===== src/rtl/pin_remap_defs.vh =====
// Constants for the peripheral input remap block
//
// Functional notes
// - Remap select registers accept writes only while the remap lock bit is 0.
// - Unit reports 27 configuration registers: 14 input selects, 13 output selects.
// - Input select field value n feeds the peripheral input from remappable pin n.
// - Output function code 3 drives serial1 transmit, code 4 drives request-to-send.
// - Register 0 holds external interrupt 1 select in bits 12-8; rest read zero.
// - Register 1 holds external interrupt 2 select in bits 4-0; rest read zero.
// - Register 3 holds timer3 clock select 12-8, timer2 clock select 4-0.
// - Register 4 holds timer5 clock select 12-8, timer4 clock select 4-0.
// - Register 7 holds capture 2 select 12-8, capture 1 select 4-0.
// - Register 8 holds capture 4 select 12-8, capture 3 select 4-0.
// - Every select bit is read/write and resets to one.
// - Remap lock bit resets cleared, so selects are writable after reset.
`ifndef PIN_REMAP_DEFS_VH
`define PIN_REMAP_DEFS_VH

// ----------------------------------------------------------------
// Register byte offsets
// ----------------------------------------------------------------
`define ADDR_W 12
`define OFS_OSC_CTRL 12'h000
`define OFS_REMAP_INFO 12'h004
`define OFS_EXT_EXTERNAL_INTERRUPT_1_SEL 12'h010
`define OFS_EXT_EXTERNAL_INTERRUPT_2_SEL 12'h014
`define OFS_TIMER23_SEL 12'h01C
`define OFS_TIMER45_SEL 12'h020
`define OFS_CAPTURE12_SEL 12'h02C
`define OFS_CAPTURE34_SEL 12'h030
`define OFS_SERIAL1_SEL 12'h058
`define OFS_PINS23_OUT_SEL 12'h080

// ----------------------------------------------------------------
// Field layout and reset values
// ----------------------------------------------------------------
`define FIELD_W 5
`define FIELD_LO_LSB 0
`define FIELD_HI_LSB 8
`define FIELD_RESET 5'h1F
`define LOCK_BIT 6
`define LOCK_RESET 1'h0
`define INFO_IN_LSB 0
`define INFO_OUT_LSB 8
`define INFO_CNT_W 8
`define NUM_IN_REGS 8'h0E
`define NUM_OUT_REGS 8'h0D

// ----------------------------------------------------------------
// Field indices and output function codes
// ----------------------------------------------------------------
`define NUM_FIELDS 14
`define NUM_IN_FIELDS 12
`define FLD_PIN2_OUT 12
`define FLD_PIN3_OUT 13
`define FUNC_SERIAL1_TX 5'h03
`define FUNC_SERIAL1_RTS 5'h04

`endif


===== src/rtl/peripheral_input_remap.v =====
// Remappable pin select unit: APB registers, lock gating, input and output routing
`timescale 1ns/1ps
`default_nettype none
`include "pin_remap_defs.vh"

module peripheral_input_remap #(
    parameter NUM_PINS = 32
) (
    input wire ref_clk_i,
    input wire resetn_i,
    // APB slave
    input wire psel_i,
    input wire penable_i,
    input wire pwrite_i,
    input wire [`ADDR_W-1:0] paddr_i,
    input wire [31:0] pwdata_i,
    input wire [3:0] pstrb_i,
    output reg [31:0] prdata_o,
    output reg pready_o,
    output reg pslverr_o,
    // Remappable pins, asynchronous to ref_clk_i
    input wire [NUM_PINS-1:0] remappable_pin_i,
    // Peripheral outputs feeding pins 2 and 3
    input wire serial1_transmit_output_i,
    input wire serial1_request_to_send_output_i,
    // Routed peripheral inputs
    output wire external_interrupt_1_o,
    output wire external_interrupt_2_o,
    output wire timer2_ext_clock_o,
    output wire timer3_ext_clock_o,
    output wire timer4_ext_clock_o,
    output wire timer5_ext_clock_o,
    output wire capture_input_1_o,
    output wire capture_input_2_o,
    output wire capture_input_3_o,
    output wire capture_input_4_o,
    output wire serial1_receive_input_o,
    output wire serial1_clear_to_send_input_o,
    // Routed pin outputs
    output reg remappable_pin2_o,
    output reg remappable_pin3_o,
    // Lock state for the rest of the chip
    output reg remap_lock_bit_o
);

    // ----------------------------------------------------------------
    // Field map
    // ----------------------------------------------------------------
    // Index order: ext int 1, ext int 2, timer 2..5, capture 1..4,
    // serial1 rx, serial1 cts, pin 2 function, pin 3 function.
    function [`ADDR_W-1:0] field_addr;
        input integer idx;
        begin
            case (idx)
                0: field_addr = `OFS_EXT_EXTERNAL_INTERRUPT_1_SEL;
                1: field_addr = `OFS_EXT_EXTERNAL_INTERRUPT_2_SEL;
                2: field_addr = `OFS_TIMER23_SEL;
                3: field_addr = `OFS_TIMER23_SEL;
                4: field_addr = `OFS_TIMER45_SEL;
                5: field_addr = `OFS_TIMER45_SEL;
                6: field_addr = `OFS_CAPTURE12_SEL;
                7: field_addr = `OFS_CAPTURE12_SEL;
                8: field_addr = `OFS_CAPTURE34_SEL;
                9: field_addr = `OFS_CAPTURE34_SEL;
                10: field_addr = `OFS_SERIAL1_SEL;
                11: field_addr = `OFS_SERIAL1_SEL;
                12: field_addr = `OFS_PINS23_OUT_SEL;
                13: field_addr = `OFS_PINS23_OUT_SEL;
                default: field_addr = `OFS_OSC_CTRL;
            endcase
        end
    endfunction

    function integer field_lsb;
        input integer idx;
        begin
            case (idx)
                0: field_lsb = `FIELD_HI_LSB;
                1: field_lsb = `FIELD_LO_LSB;
                2: field_lsb = `FIELD_LO_LSB;
                3: field_lsb = `FIELD_HI_LSB;
                4: field_lsb = `FIELD_LO_LSB;
                5: field_lsb = `FIELD_HI_LSB;
                6: field_lsb = `FIELD_LO_LSB;
                7: field_lsb = `FIELD_HI_LSB;
                8: field_lsb = `FIELD_LO_LSB;
                9: field_lsb = `FIELD_HI_LSB;
                10: field_lsb = `FIELD_LO_LSB;
                11: field_lsb = `FIELD_HI_LSB;
                12: field_lsb = `FIELD_LO_LSB;
                13: field_lsb = `FIELD_HI_LSB;
                default: field_lsb = `FIELD_LO_LSB;
            endcase
        end
    endfunction

    // Byte lane that carries a field
    function lane_strobe;
        input integer idx;
        input [3:0] strb;
        begin
            if (field_lsb(idx) == `FIELD_HI_LSB) begin
                lane_strobe = strb[1];
            end else begin
                lane_strobe = strb[0];
            end
        end
    endfunction

    function addr_mapped;
        input [`ADDR_W-1:0] addr;
        begin
            case (addr)
                `OFS_OSC_CTRL,
                `OFS_REMAP_INFO,
                `OFS_EXT_EXTERNAL_INTERRUPT_1_SEL,
                `OFS_EXT_EXTERNAL_INTERRUPT_2_SEL,
                `OFS_TIMER23_SEL,
                `OFS_TIMER45_SEL,
                `OFS_CAPTURE12_SEL,
                `OFS_CAPTURE34_SEL,
                `OFS_SERIAL1_SEL,
                `OFS_PINS23_OUT_SEL: addr_mapped = 1'b1;
                default: addr_mapped = 1'b0;
            endcase
        end
    endfunction

    // Pin function decode; unknown codes give the null output
    function drive_func;
        input [`FIELD_W-1:0] code;
        input tx;
        input rts;
        begin
            case (code)
                `FUNC_SERIAL1_TX: drive_func = tx;
                `FUNC_SERIAL1_RTS: drive_func = rts;
                default: drive_func = 1'b0;
            endcase
        end
    endfunction

    // ----------------------------------------------------------------
    // APB handshake
    // ----------------------------------------------------------------
    reg [`FIELD_W-1:0] field_sel [0:`NUM_FIELDS-1];
    reg [31:0] rd_word;
    wire apb_setup;
    wire apb_fire;
    wire wr_fire;
    integer k;

    assign apb_setup = psel_i & ~penable_i & ~pready_o;
    assign apb_fire = psel_i & penable_i & pready_o;
    assign wr_fire = apb_fire & pwrite_i;

    // One wait-free access: pready rises at the setup edge, falls after the access edge
    always @(posedge ref_clk_i) begin
        if (!resetn_i) begin
            pready_o <= 1'b0;
            pslverr_o <= 1'b0;
            prdata_o <= 32'h00000000;
        end else if (apb_setup) begin
            pready_o <= 1'b1;
            pslverr_o <= ~addr_mapped(paddr_i);
            prdata_o <= pwrite_i ? 32'h00000000 : rd_word;
        end else if (apb_fire) begin
            pready_o <= 1'b0;
            pslverr_o <= 1'b0;
            prdata_o <= 32'h00000000;
        end
    end

    // ----------------------------------------------------------------
    // Read data
    // ----------------------------------------------------------------
    // Unimplemented bits stay zero because only fields are placed
    always @* begin
        rd_word = 32'h00000000;
        for (k = 0; k < `NUM_FIELDS; k = k + 1) begin
            if (paddr_i == field_addr(k)) begin
                rd_word[field_lsb(k) +: `FIELD_W] = field_sel[k];
            end
        end
        if (paddr_i == `OFS_OSC_CTRL) begin
            rd_word[`LOCK_BIT] = remap_lock_bit_o;
        end
        if (paddr_i == `OFS_REMAP_INFO) begin
            rd_word[`INFO_IN_LSB +: `INFO_CNT_W] = `NUM_IN_REGS;
            rd_word[`INFO_OUT_LSB +: `INFO_CNT_W] = `NUM_OUT_REGS;
        end
    end

    // ----------------------------------------------------------------
    // Lock bit
    // ----------------------------------------------------------------
    // The unlock key sequence is left to the oscillator block upstream;
    // here a plain write to the lock bit takes effect.
    always @(posedge ref_clk_i) begin
        if (!resetn_i) begin
            remap_lock_bit_o <= `LOCK_RESET;
        end else if (wr_fire && paddr_i == `OFS_OSC_CTRL && pstrb_i[0]) begin
            remap_lock_bit_o <= pwdata_i[`LOCK_BIT];
        end
    end

    // ----------------------------------------------------------------
    // Select fields
    // ----------------------------------------------------------------
    // Lock gating sits in one place so every field bounces alike
    wire field_wr_ok;
    wire [`NUM_FIELDS-1:0] field_we;
    integer m;
    genvar w;

    assign field_wr_ok = wr_fire & ~remap_lock_bit_o;

    generate
        for (w = 0; w < `NUM_FIELDS; w = w + 1) begin : g_field_we
            assign field_we[w] = field_wr_ok && (paddr_i == field_addr(w))
                && lane_strobe(w, pstrb_i);
        end
    endgenerate

    always @(posedge ref_clk_i) begin
        if (!resetn_i) begin
            for (m = 0; m < `NUM_FIELDS; m = m + 1) begin
                field_sel[m] <= `FIELD_RESET;
            end
        end else begin
            for (m = 0; m < `NUM_FIELDS; m = m + 1) begin
                if (field_we[m]) begin
                    field_sel[m] <= pwdata_i[field_lsb(m) +: `FIELD_W];
                end
            end
        end
    end

    // ----------------------------------------------------------------
    // Pin input synchroniser
    // ----------------------------------------------------------------
    // Three stages; a level is taken once stages two and three agree,
    // which also rejects a single-cycle glitch.
    reg [NUM_PINS-1:0] pin_s1;
    reg [NUM_PINS-1:0] pin_s2;
    reg [NUM_PINS-1:0] pin_s3;
    reg [NUM_PINS-1:0] pin_level;

    always @(posedge ref_clk_i) begin
        if (!resetn_i) begin
            pin_s1 <= {NUM_PINS{1'b0}};
            pin_s2 <= {NUM_PINS{1'b0}};
            pin_s3 <= {NUM_PINS{1'b0}};
            pin_level <= {NUM_PINS{1'b0}};
        end else begin
            pin_s1 <= remappable_pin_i;
            pin_s2 <= pin_s1;
            pin_s3 <= pin_s2;
            pin_level <= (pin_s2 & pin_s3) | (pin_level & (pin_s2 | pin_s3));
        end
    end

    // ----------------------------------------------------------------
    // Peripheral input routing
    // ----------------------------------------------------------------
    wire [`NUM_IN_FIELDS-1:0] routed_in;

    genvar g;
    generate
        for (g = 0; g < `NUM_IN_FIELDS; g = g + 1) begin : g_in_mux
            pin_select_mux #(
                .NUM_PINS(NUM_PINS)
            ) u_mux (
                .ref_clk_i(ref_clk_i),
                .resetn_i(resetn_i),
                .pins_i(pin_level),
                .sel_i(field_sel[g]),
                .sel_o(routed_in[g])
            );
        end
    endgenerate

    assign external_interrupt_1_o = routed_in[0];
    assign external_interrupt_2_o = routed_in[1];
    assign timer2_ext_clock_o = routed_in[2];
    assign timer3_ext_clock_o = routed_in[3];
    assign timer4_ext_clock_o = routed_in[4];
    assign timer5_ext_clock_o = routed_in[5];
    assign capture_input_1_o = routed_in[6];
    assign capture_input_2_o = routed_in[7];
    assign capture_input_3_o = routed_in[8];
    assign capture_input_4_o = routed_in[9];
    assign serial1_receive_input_o = routed_in[10];
    assign serial1_clear_to_send_input_o = routed_in[11];

    // ----------------------------------------------------------------
    // Pin output routing
    // ----------------------------------------------------------------
    always @(posedge ref_clk_i) begin
        if (!resetn_i) begin
            remappable_pin2_o <= 1'b0;
            remappable_pin3_o <= 1'b0;
        end else begin
            remappable_pin2_o <= drive_func(field_sel[`FLD_PIN2_OUT],
                serial1_transmit_output_i, serial1_request_to_send_output_i);
            remappable_pin3_o <= drive_func(field_sel[`FLD_PIN3_OUT],
                serial1_transmit_output_i, serial1_request_to_send_output_i);
        end
    end

endmodule // peripheral_input_remap

`default_nettype wire


===== src/rtl/pin_select_mux.v =====
// Registered pin selector for one peripheral input
`timescale 1ns/1ps
`default_nettype none
`include "pin_remap_defs.vh"

module pin_select_mux #(
    parameter NUM_PINS = 32
) (
    input wire ref_clk_i,
    input wire resetn_i,
    input wire [NUM_PINS-1:0] pins_i,
    input wire [`FIELD_W-1:0] sel_i,
    output reg sel_o
);

    // Selects past the last pin read as zero
    always @(posedge ref_clk_i) begin
        if (!resetn_i) begin
            sel_o <= 1'b0;
        end else if (sel_i < NUM_PINS) begin
            sel_o <= pins_i[sel_i];
        end else begin
            sel_o <= 1'b0;
        end
    end

endmodule // pin_select_mux

`default_nettype wire


===== config.mk =====
export PLATFORM = sky130hd
export DESIGN_NAME = peripheral_input_remap
export DESIGN_NICKNAME = d
export VERILOG_FILES = /design/src/rtl/peripheral_input_remap.v /design/src/rtl/pin_select_mux.v
export VERILOG_INCLUDE_DIRS = /design/src /design/src/rtl
export SDC_FILE = /design/constraint.sdc
export NUM_CORES = 1
export LEC_CHECK = 0
export BUFFER_PORTS_ARGS = -buffer_cell sky130_fd_sc_hd__buf_2
export CAP_MARGIN = 30
export CORE_MARGIN = 5
export CORE_UTILIZATION = 30
export DETAILED_ROUTE_END_ITERATION = 7
export MAX_ROUTING_LAYER = met4
export PLACE_DENSITY_LB_ADDON = 0.12
export SETUP_SLACK_MARGIN = 0.1
export SYNTH_ARGS = -nofsm -noshare
export SYNTH_HDL_FRONTEND = slang
export SYNTH_SLANG_ARGS = --single-unit

===== constraint.sdc =====
create_clock -name ref_clk_i -period 4 [get_ports ref_clk_i]
set_input_delay 0.4 -clock ref_clk_i [delete_from_list [all_inputs] [get_ports ref_clk_i]]
set_output_delay 0.4 -clock ref_clk_i [all_outputs]
set_load 0.01 [all_outputs]

# Word-level counts from Yosys, hierarchy flattened
# Memory sizes are Yosys's and may differ from the RTL's.
# Cells that the tools add are included.
dict set report word_totals {
  input_bits 87
  ff_bits 177
  memories 1
  elab_cells 323
  ram_bits 70
}
dict set report classes {
  add_sub_neg 14
  reduce_logical 27
  mux 163
  n_eq_ne 13
  magnitude_cmp 12
  n_shift 42
  bitwise_logic 29
}
# name words width rd rd_clocked_by_memory_dff write_ports line_no
set memory_table {}
lappend memory_table {field_sel 14 5 14 0 14 peripheral_input_remap.v:146} ;# reg [`FIELD_W-1:0] field_sel [0:`NUM_FIELDS-1];
# op n
set op_table {}
lappend op_table {{$mux W32} 59}
lappend op_table {{$neg A32 Y33} 14}
lappend op_table {{$shift A5 B33 Y32 const A} 14}
lappend op_table {{$shiftx A5 B33 Y32} 14}
lappend op_table {{$shiftx A32 B32 Y5} 14}
lappend op_table {{$bwmux W32} 13}
lappend op_table {{$and A32 B32 Y32} 3}
lappend op_table {{$lt A5 B6 Y1 const B} 12}
lappend op_table {{$mux W5} 14}
lappend op_table {{$or A32 B32 Y32} 2}
lappend op_table {{$mux W1} 62}
lappend op_table {{$bmux W1 S5} 12}
lappend op_table {{$eq A12 B5 Y1 const B} 3}
lappend op_table {{$eq A12 B6 Y1 const B} 3}
lappend op_table {{$logic_and A1 B1 Y1} 24}
lappend op_table {{$mux W16} 1}
lappend op_table {{$or A1 B1 Y1} 14}
lappend op_table {{$eq A12 B3 Y1 const B} 1}
lappend op_table {{$eq A12 B7 Y1 const B} 1}
lappend op_table {{$eq A12 B8 Y1 const B} 1}
lappend op_table {{$logic_not A12 Y1} 1}
lappend op_table {{$eq A5 B2 Y1 const B} 2}
lappend op_table {{$eq A5 B3 Y1 const B} 2}
lappend op_table {{$reduce_or A10 Y1} 1}
lappend op_table {{4 further kinds} 13}

# Depth between registers and ports, before layout
# Gate-level depths: netlist of the first run.
dict set report logic_depth {
  word_depth 36
  depth_mapped 8
  ltp_nobuf 5
}

# Modules after synthesis
# Synthesis of the first run repeated with hierarchy kept, for this count alone.
dict set report unflattened {
  cells_unflattened 1035
  area_unflattened_um2 12084.1
}
# module cells_each n_inst area_each_um2 seq_area_each_um2
set by_module_without_submodules {}
lappend by_module_without_submodules {peripheral_input_remap 747 1 7970.1 4984.8}
lappend by_module_without_submodules {pin_select_mux 24 12 342.8 20.0}

# Least setup slack after synthesis of the first run
# No wires, ideal clock.
dict set report synth_timing {
  path_kind {input port to flip-flop}
  start {in paddr_i[7]}
  end {mem field_sel[1][15] in the netlist's numbering (enable)}
  t_required_ns 3.626
  arrival_time_ns 2.081
  setup_slack_ns 1.545
  cell_stages 6
  cell_sequence {buf_2 -> or3b_1 -> buf_2 -> or4_1 -> buf_2 -> o21ai_0}
}
# item line_no
set synth_rtl {}
lappend synth_rtl {{start: declaration} peripheral_input_remap.v:15} ;# input wire [`ADDR_W-1:0] paddr_i,
lappend synth_rtl {{end: declaration} peripheral_input_remap.v:146}

==> run metrics, run 1 <==
combinational cell fraction of total power=4.4%; synth warn=0; register bit count reported by yosys=226; hold_buf cts=0; Mapped Area=11520 um2; CTS tree=done; Post-DRT Antenna Nets=0; Final nets=1101; cts bufs inserted=27; FFs w/ async S/R, synth=0%; final setup fails=0; placed cell count=1496; H-tree levels=1; Power Dens Cells=394.1 nW/um2; total die area=42410 um2; number of synthesized flops with an enable pin=70; DRC Markers=0; DP HPWL=24190 um; Initial DRT Pass Iterations=5; crit path max fanout=10; initial antenna violation count=0; Gate Count Post-Synth=992; final hold vios=0; Peak VDD IR=0.2477 mV; leakage=4.672 nW; number of post-CTS setup repair buffers=0; clock sink count=226; fin cells=1543; n_diodes=0; Fillers=3773; CTS resizes=0; HP Class=input pin to register; gr usage total=16.89%; routability-driven placement congestion ratio=0.8602; Final TNS setup=0 ns; Area growth syn-to-layout=12.70%; gr ovfl total=0; largest net degree at the start of global routing=99; first-pass GRT wire length=52470 um; Wirelength per Cell=22.77 um; clk buf depth=3; Vias/cell=5.277; worst slew pin tran=0.8129 ns; CTS Root Cell=clkbuf_16; arrival time worst endpoint=2.73 ns; CP endpoint kind=register; switching part of the total=22.44%; Fmax=398.4 MHz; Port Buf Inserts=91; worst rel slew slack=45.60%; type of the worst setup path=register to register; internal power=0.003967 W; Switch Pwr=0.001148 W; largest cells by area after synthesis=dfxtp_1, mux4_2, edfxtp_1; # IOs=136; vias after detailed routing=8143; Yosys cell types=70; die height=205.9 um; clock skew=0.01290 ns; top_reg_cell synth=dfxtp_1; Clock Pin Slew Worst Setup and Hold Paths=0.06 ns; nature of the critical path startpoint=register; top-count cell post-synth=dfxtp_1; Final Cell Area=12980 um2; max-slew violations=0; status=finished, final reports clean; Final period util=62.76%; Avg Cell Area, Syn=11.61 um2; Clk pwr share=46.9%; share of the synthesized area in the top cell type=27.12%; top post-synthesis cells by count=dfxtp_1, mux4_2, and2_1, nand2_1, edfxtp_1; clk_lat worst skew=0.54 ns; Seq/Total Area, Yosys=45.37%; die width=205.9 um; Req. time, crit path=4.22 ns; layout cells sized above 1=26.55%; core area=37760 um2; Max Cap Violations=0; min cycle time layout=2.510 ns; dpl cell area=12110 um2; unrepaired setup endpoints after global routing=false; Rows=71; sequential share of power=48.7%; final wirelength=35140 um; vias in the first global route=8003; 1st-iter DRT viols=641; Starting Density=30.50%; Synth area leader=dfxtp_1
[worst paths after layout]
check,start,endpoint,slack (ns),cells after the start
setup / recovery,pready_o,field_sel[0][3],1.49,4
hold / removal,remappable_pin_i[20],pin_s1[20],0.07,2
setup reg to reg,pready_o,field_sel[0][3],1.49,4
hold reg to reg,pin_s1[6],pin_s2[6],0.43,1
[layer usage]
layer	up-vias	GRT usage [%]	share of wire, %
met1	4152	23.75	45
li1	3664	-	-
met4	0	4.587	2.5
met5	-	-	0
met3	53	2.636	6.3
met2	274	25.60	46
[through the flow]
stage	hold WS, ns	power [W]	util [%]	setup slack (ns)
5_1_grt	0.04414	0.005332	34.38	1.273
6_report	0.06840	0.005114	34.38	1.490
3_5_place_dp	0.4177	0.002768	32.06	1.095
2_1_floorplan	0.4119	0.002679	-	1.545
3_3_place_gp	0.4179	0.002768	32.06	1.120
4_1_cts	0.03820	0.005196	34.38	1.480
[layout by cell type, fill, tap and decap left out, drive strengths merged, types with 5 or more instances in the layout]
master,instances
dfxtp,156
mux4,108
buf,100
nand2,97
and2,96
edfxtp,70
o21ai,62
mux2i,50
a21oi,47
nor2,40
clkbuf,35
conb,21
nand3,19
inv,16
a221oi,7
clkinv,7
nor4,7
a22oi,6
or3,6
a211oi,5
and3,5
or4,5
[logic make-up (layout without fill, tap and decap cells)]
family	count (synthesis)	count (layout)	share of synthesized area, %
DFF	226	226	45.37
AOI/OAI and AO/OA	156	156	8.138
xor gates and xnor gates	1	1	0.07607
buffers and inverters	142	162	6.138
and+or+nand+nor	307	307	14.68
other	1	21	0.03256
muxes	159	159	25.56
[cell type report]
cell class,instances,area (um2),area share (%)
tap,511,639.4,4.926
sequential,226,5225,40.26
multi-input combinational,644,5659,43.60
timing repair buffer,100,525.5,4.049
clock inverter,12,117.6,0.9062
clock buffer,35,755.7,5.823
inverter,15,56.30,0.4338
[sequential cells by signal, indices dropped and copies added (netlist names)]
signal / flops
pin_s1: 32
prdata_o: 11
pready_o: 1
pin_s2: 32
g_in_mux.u_mux.sel_o: 12
remap_lock_bit_o: 1
remappable_pin2_o: 1
pin_s3: 32
pin_level: 32
field_sel: 70
pslverr_o: 1
remappable_pin3_o: 1
[critical path, stage by stage (launching register included)]
cell,delay [ns]
dfxtp_1,0.39
and4_1,0.22
nand3b_1,0.47
nor3_1,0.76
nand2b_1,0.34
[power by group through the flow]
stage | registers (W) | clock network [W] | logic [W]
final | 0.00249 | 0.00240 | 0.000224
after global routing | 0.00250 | 0.00258 | 0.000248
after CTS | 0.00249 | 0.00248 | 0.000227
after detailed placement | 0.00254 | 0 | 0.000227
after global placement | 0.00254 | 0 | 0.000226
after floorplan | 0.00249 | 0 | 0.000186
Power figures use the tool's default switching activity.
==> run 2, diff against run 1 <==
==> constraint.sdc (replaced) <==
create_clock -name ref_clk_i -period 2.26 [get_ports ref_clk_i]
set_input_delay 0.226 -clock ref_clk_i [delete_from_list [all_inputs] [get_ports ref_clk_i]]
set_output_delay 0.226 -clock ref_clk_i [all_outputs]
set_load 0.01 [all_outputs]
==> run 2 against run 1 <==
Utilization up 2.8 points. Design area up 8.2%. Global-route usage up 0.61 points. Combinational power up 140%. Wire length up 2.5%. Clock-buffer cell count down 2. First-iteration DRC count down 0.78%. Die area unchanged. Via count up 5.6%. Critical endpoint is now field_sel[0][12].
==> run metrics, run 2 (synthesized netlist as in run 1, its figures left out) <==
status=finished, final reports clean; total die area=42410 um2; Final period util=89.56%; DP HPWL=25530 um; Clock Pin Slew Worst Setup and Hold Paths=0.06 ns; Final nets=1227; gr usage total=17.50%; H-tree levels=1; first-pass GRT wire length=54770 um; # IOs=136; clock sink count=226; CTS resizes=0; die width=205.9 um; largest net degree at the start of global routing=92; HP Class=input pin to register; Power Dens Cells=651.0 nW/um2; Peak VDD IR=0.4521 mV; cts bufs inserted=26; clk_lat worst skew=0.54 ns; 1st-iter DRT viols=636; vias after detailed routing=8603; final setup fails=0; initial antenna violation count=0; most common cell after layout, fill and taps aside=dfxtp_1; Reg with most FFs=field_sel; gr ovfl total=0; Max Cap Violations=0; DRC Markers=0; Post-DRT Antenna Nets=0; crit path max fanout=10; worst rel slew slack=55.01%; Final TNS setup=0 ns; Initial DRT Pass Iterations=5; placed cell count=1585; most frequent cells in the layout=dfxtp_1, mux4_2, buf_4, nand2_1, and2_1; type of the worst setup path=register to register; arrival time worst endpoint=2.24 ns; Starting Density=30.50%; unrepaired setup endpoints after global routing=false; nature of the critical path startpoint=register; leakage=5.304 nW; Fillers=3766; die height=205.9 um; vias in the first global route=8731; clock skew=0.009969 ns; Fmax=494.1 MHz; worst slew pin tran=0.6724 ns; final wirelength=36020 um; routability-driven placement congestion ratio=0.8437; final hold vios=0; CTS tree=done; n_diodes=0; fin cells=1671; max FFs per register=70; Vias/cell=5.148; Port Buf Inserts=91; layout cells sized above 1=31.64%; clk buf depth=3; Area growth syn-to-layout=21.91%; number of post-CTS setup repair buffers=0; core area=37760 um2; Wirelength per Cell=21.55 um; Rows=71; CP endpoint kind=register; max-slew violations=0; CTS Root Cell=clkbuf_16; hold_buf cts=38; Req. time, crit path=2.48 ns; min cycle time layout=2.024 ns
[run 2: cell types whose count changed in the layout (fill, tap and decap cells not counted), moves of 2 or more]
cell           previous run  this run
inv_4                     0         2
clkinv_2                  6         9
clkinvlp_4                2         0
dlygate4sd3_1             0        38
buf_4                    10        98
clkinv_4                  0         2
clkbuf_1                  3         1
[run 2: stage by stage]
step / util, % / hold slack, ns / cell area [um2] / total power, W / setup slack (ns)
floorplan: - / 0.3164 / 11590 / 0.004742 / -0.02112
global placement: 33.87 / 0.4193 / 12790 / 0.004958 / 0.01894
detailed placement: 33.87 / 0.4219 / 12790 / 0.004959 / 0.02510
CTS: 37.19 / 0.01448 / 14040 / 0.009305 / 0.2343
global route: 37.19 / 0.04683 / 14040 / 0.009534 / 0.1724
finish: 37.19 / 0.03939 / 14040 / 0.009139 / 0.2359
[run 2: per-layer routing]
metal / global-route usage (%) / vias up / routed length, um
li1: - / 3911 / -
met1: 24.00 / 4308 / 15730
met4: 5.798 / 0 / 1362
met2: 26.74 / 314 / 16440
met3: 2.683 / 70 / 2486
met5: - / - / 0
[run 2: final timing paths]
| check | startpoint | end | slack, ns | cells past startpoint |
|---|---|---|---|---|
| min | serial1_transmit_output_i | remappable_pin3_o | 0.04 | 3 |
| max reg2reg | pready_o | field_sel[0][12] | 0.24 | 5 |
| min reg2reg | pin_s1[28] | pin_s2[28] | 0.43 | 1 |
| max | pready_o | field_sel[0][12] | 0.24 | 5 |
[run 2: power by group]
group          leakage [nW]  switching, W  internal [W]
Combinational          3.03      0.000284      0.000249
Sequential             1.83     0.0000903       0.00429
Clock                 0.446       0.00173       0.00250
[run 2: layout make-up]
type,count,area (um2),share of cell area (%)
Clock buffer,33,759.5,5.410
Clock inverter,15,113.9,0.8110
Tap cell,511,639.4,4.554
Sequential cell,226,5225,37.22
Timing Repair Buffer,227,1587,11.30
Inverter,15,56.30,0.4010
Multi-Input combinational cell,644,5659,40.31
[run 2: worst max-delay path: stages (launching register included)]
cell	delay (ns)
dfxtp_1	0.38
and4_1	0.23
nand2_1	0.09
or2_2	0.41
nor3_1	0.28
nand2b_1	0.31
==> run 3, diff against run 2 <==
--- a/config.mk
+++ b/config.mk
@@ -6,6 +6,7 @@
 export SDC_FILE = /design/constraint.sdc
 export NUM_CORES = 1
 export LEC_CHECK = 0
+export ABC_AREA = 1
 export BUFFER_PORTS_ARGS = -buffer_cell sky130_fd_sc_hd__buf_2
 export CAP_MARGIN = 30
 export CORE_MARGIN = 5
==> run 3 against run 2 <==
Area after synthesis is 3.6% higher. Sequential power is essentially flat. Setup slack gained 0.089 ns. Critical endpoint is now field_sel[1][21].
==> run metrics, run 3 <==
status=finished, final reports clean; nature of the critical path startpoint=register; Setup WS post-layout=0.3246 ns; max FFs per register=70; arrival time worst endpoint=2.19 ns; most common cell after layout, fill and taps aside=o21ai_0; Final TNS setup=0 ns; number of synthesized flops with an enable pin=70; Wirelength per Cell=17.67 um; vias after detailed routing=11620; Max Cap Violations=0; Starting Density=30.17%; DRC Markers=0; Fmax=516.7 MHz; gr ovfl total=0; top-count cell post-synth=o21ai_0; Reg with most FFs=field_sel; pre-CTS WS=0.2493 ns; Gate Count Post-Synth=1673; top post-synthesis cells by count=o21ai_0, nand2_1, a21oi_1; min cycle time layout=1.935 ns; layout cells sized above 1=13.60%; DP HPWL=28970 um; met3 GRT Util=2.422%; crit path max fanout=10; Port Buf Inserts=91; Req. time, crit path=2.52 ns; Initial DRT Pass Iterations=5; fin cells=2349; worst rel slew slack=50.57%; Worst Path Buf+Inv=4; initial antenna violation count=0; Fillers=4158; most frequent cells in the layout=o21ai_0, nand2_1, a21oi_1, inv_1, dfxtp_1; largest cells by area after synthesis=dfxtp_1, edfxtp_1, o21ai_0; total die area=43860 um2; core area=39550 um2; synth warn=0; final hold vios=0; final setup fails=0; n_diodes=0; clock skew=0.02000 ns; 1st-iter DRT viols=1027; Post-DRT Antenna Nets=0; met2 Use GR=29.17%; first-pass GRT wire length=62760 um; delay-heaviest family, CP=simple AND/OR/NAND/NOR gates; Clock Pin Slew Worst Setup and Hold Paths=0.06 ns; CTS tree=done; type of the worst setup path=register to register; share of the synthesized area in the top cell type=26.17%; CTS Root Cell=clkbuf_16; cts bufs inserted=27; Synth area leader=dfxtp_1; leakage=6.400 nW; worst slew pin tran=0.7405 ns; Yosys cell types=40; clock sink count=226; CP peak stage delay=0.36 ns; Avg Cell Area, Syn=7.132 um2; H-tree levels=1; die width=209.4 um; Area growth syn-to-layout=20.47%; final wirelength=41520 um; Peak VDD IR=0.4554 mV; vias in the first global route=10730; clk_lat worst skew=0.56 ns; gr usage total=18.71%; Final nets=1890; clk buf depth=3; Cell Chain, Critical Path=nand2_1 -> nor2_1 -> inv_1 -> nor2_1 -> nand2_1 -> nor2_2 -> clkinv_1 -> buf_4 -> o21ai_0 -> buf_4; CP endpoint kind=register; number of post-CTS setup repair buffers=0; HP Class=input pin to register; top_reg_cell synth=dfxtp_1; GRT met1 Usage=25.08%; routability-driven placement congestion ratio=0.9465; crit path max-delay cell type=dfxtp_1; Mapped Area=11930 um2; # IOs=136; register bit count reported by yosys=226; unrepaired setup endpoints after global routing=false; Vias/cell=4.945; Seq/Total Area, Yosys=43.79%; Rows=73; max-slew violations=0; Power Dens Cells=645.9 nW/um2; Final period util=85.64%; busiest grt layer=met2; die height=209.4 um; placed cell count=2264; largest net degree at the start of global routing=91; FFs w/ async S/R, synth=0%
==> run 3: changes by cell type in the layout (fill, tap and decap cells not counted), moves of 102 or more <==
cell,delta
o21ai_0,+213
inv_1,+197
nand2_1,+175
a21oi_1,+169
mux4_2,-108
nor2_1,+102
==> run 3: final cells by class <==
type | count | area, um2 | share of cell area [%]
Multi-Input combinational cell | 1124 | 5374 | 37.39
Sequential cell | 226 | 5225 | 36.35
Clock inverter | 11 | 75.07 | 0.5223
Clock buffer | 39 | 825.8 | 5.745
Timing Repair Buffer | 196 | 1359 | 9.453
Inverter | 228 | 858.3 | 5.971
Tap cell | 525 | 656.9 | 4.570
==> run 3: what timing repair did <==
action,in CTS,in global routing
hold endpoints to repair,37,0
resized for setup,0,3
setup endpoints to repair,0,18
hold buffers,35,0
==> run 3: cell families (layout without fill, tap and decap cells) <==
logic type	count (synthesis)	in the layout	share of synthesized area, %
and+or+nand+nor	534	534	19.05
muxes	2	2	0.1678
other	1	21	0.03143
AOI/OAI and AO/OA	567	567	25.12
buffers and inverters	343	474	11.84
DFF	226	226	43.79
==> run 3: where the power goes <==
group	switching [W]	internal (W)	total, W
Sequential	0.0000799	0.00429	0.00437
Clock	0.00177	0.00256	0.00432
Combinational	0.000360	0.000228	0.000588
Total	0.00221	0.00708	0.00928
==> run 3: through the flow <==
step                hold slack (ns)  total power [W]  utilization, %  instance area, um2
global route                0.04503         0.009705           36.34               14370
detailed placement           0.3961         0.005005           33.17               13120
finish                      0.03174         0.009283           36.34               14370
global placement             0.3947         0.005000           33.17               13120
floorplan                    0.3236         0.004781               -               12010
CTS                        0.004760         0.009431           36.33               14370
==> run 3: worst register-to-register path, delay by kind of cell, from the launching register on <==
kind                   cells  cell delay, ns
flip-flops                 1            0.36
buffers and inverters      4            0.51
AO/OA/AOI/OAI              1            0.20
AND/OR/NAND/NOR            5            0.57
==> run 3: path summary, 6_finish.rpt <==
check              from          endpoint  cells past startpoint  slack (ns)
min          pstrb_i[0]  remap_lock_bit_o                      3        0.03
max            pready_o  field_sel[1][21]                     10        0.32
min reg2reg   pin_s1[3]         pin_s2[3]                      2        0.41
max reg2reg    pready_o  field_sel[1][21]                     10        0.32
==> run 3: layer usage <==
metal	share of wire [%]	up-vias
met5	0	-
met4	3.6	0
met3	6.4	94
met2	46	379
met1	44	5363
li1	-	5780
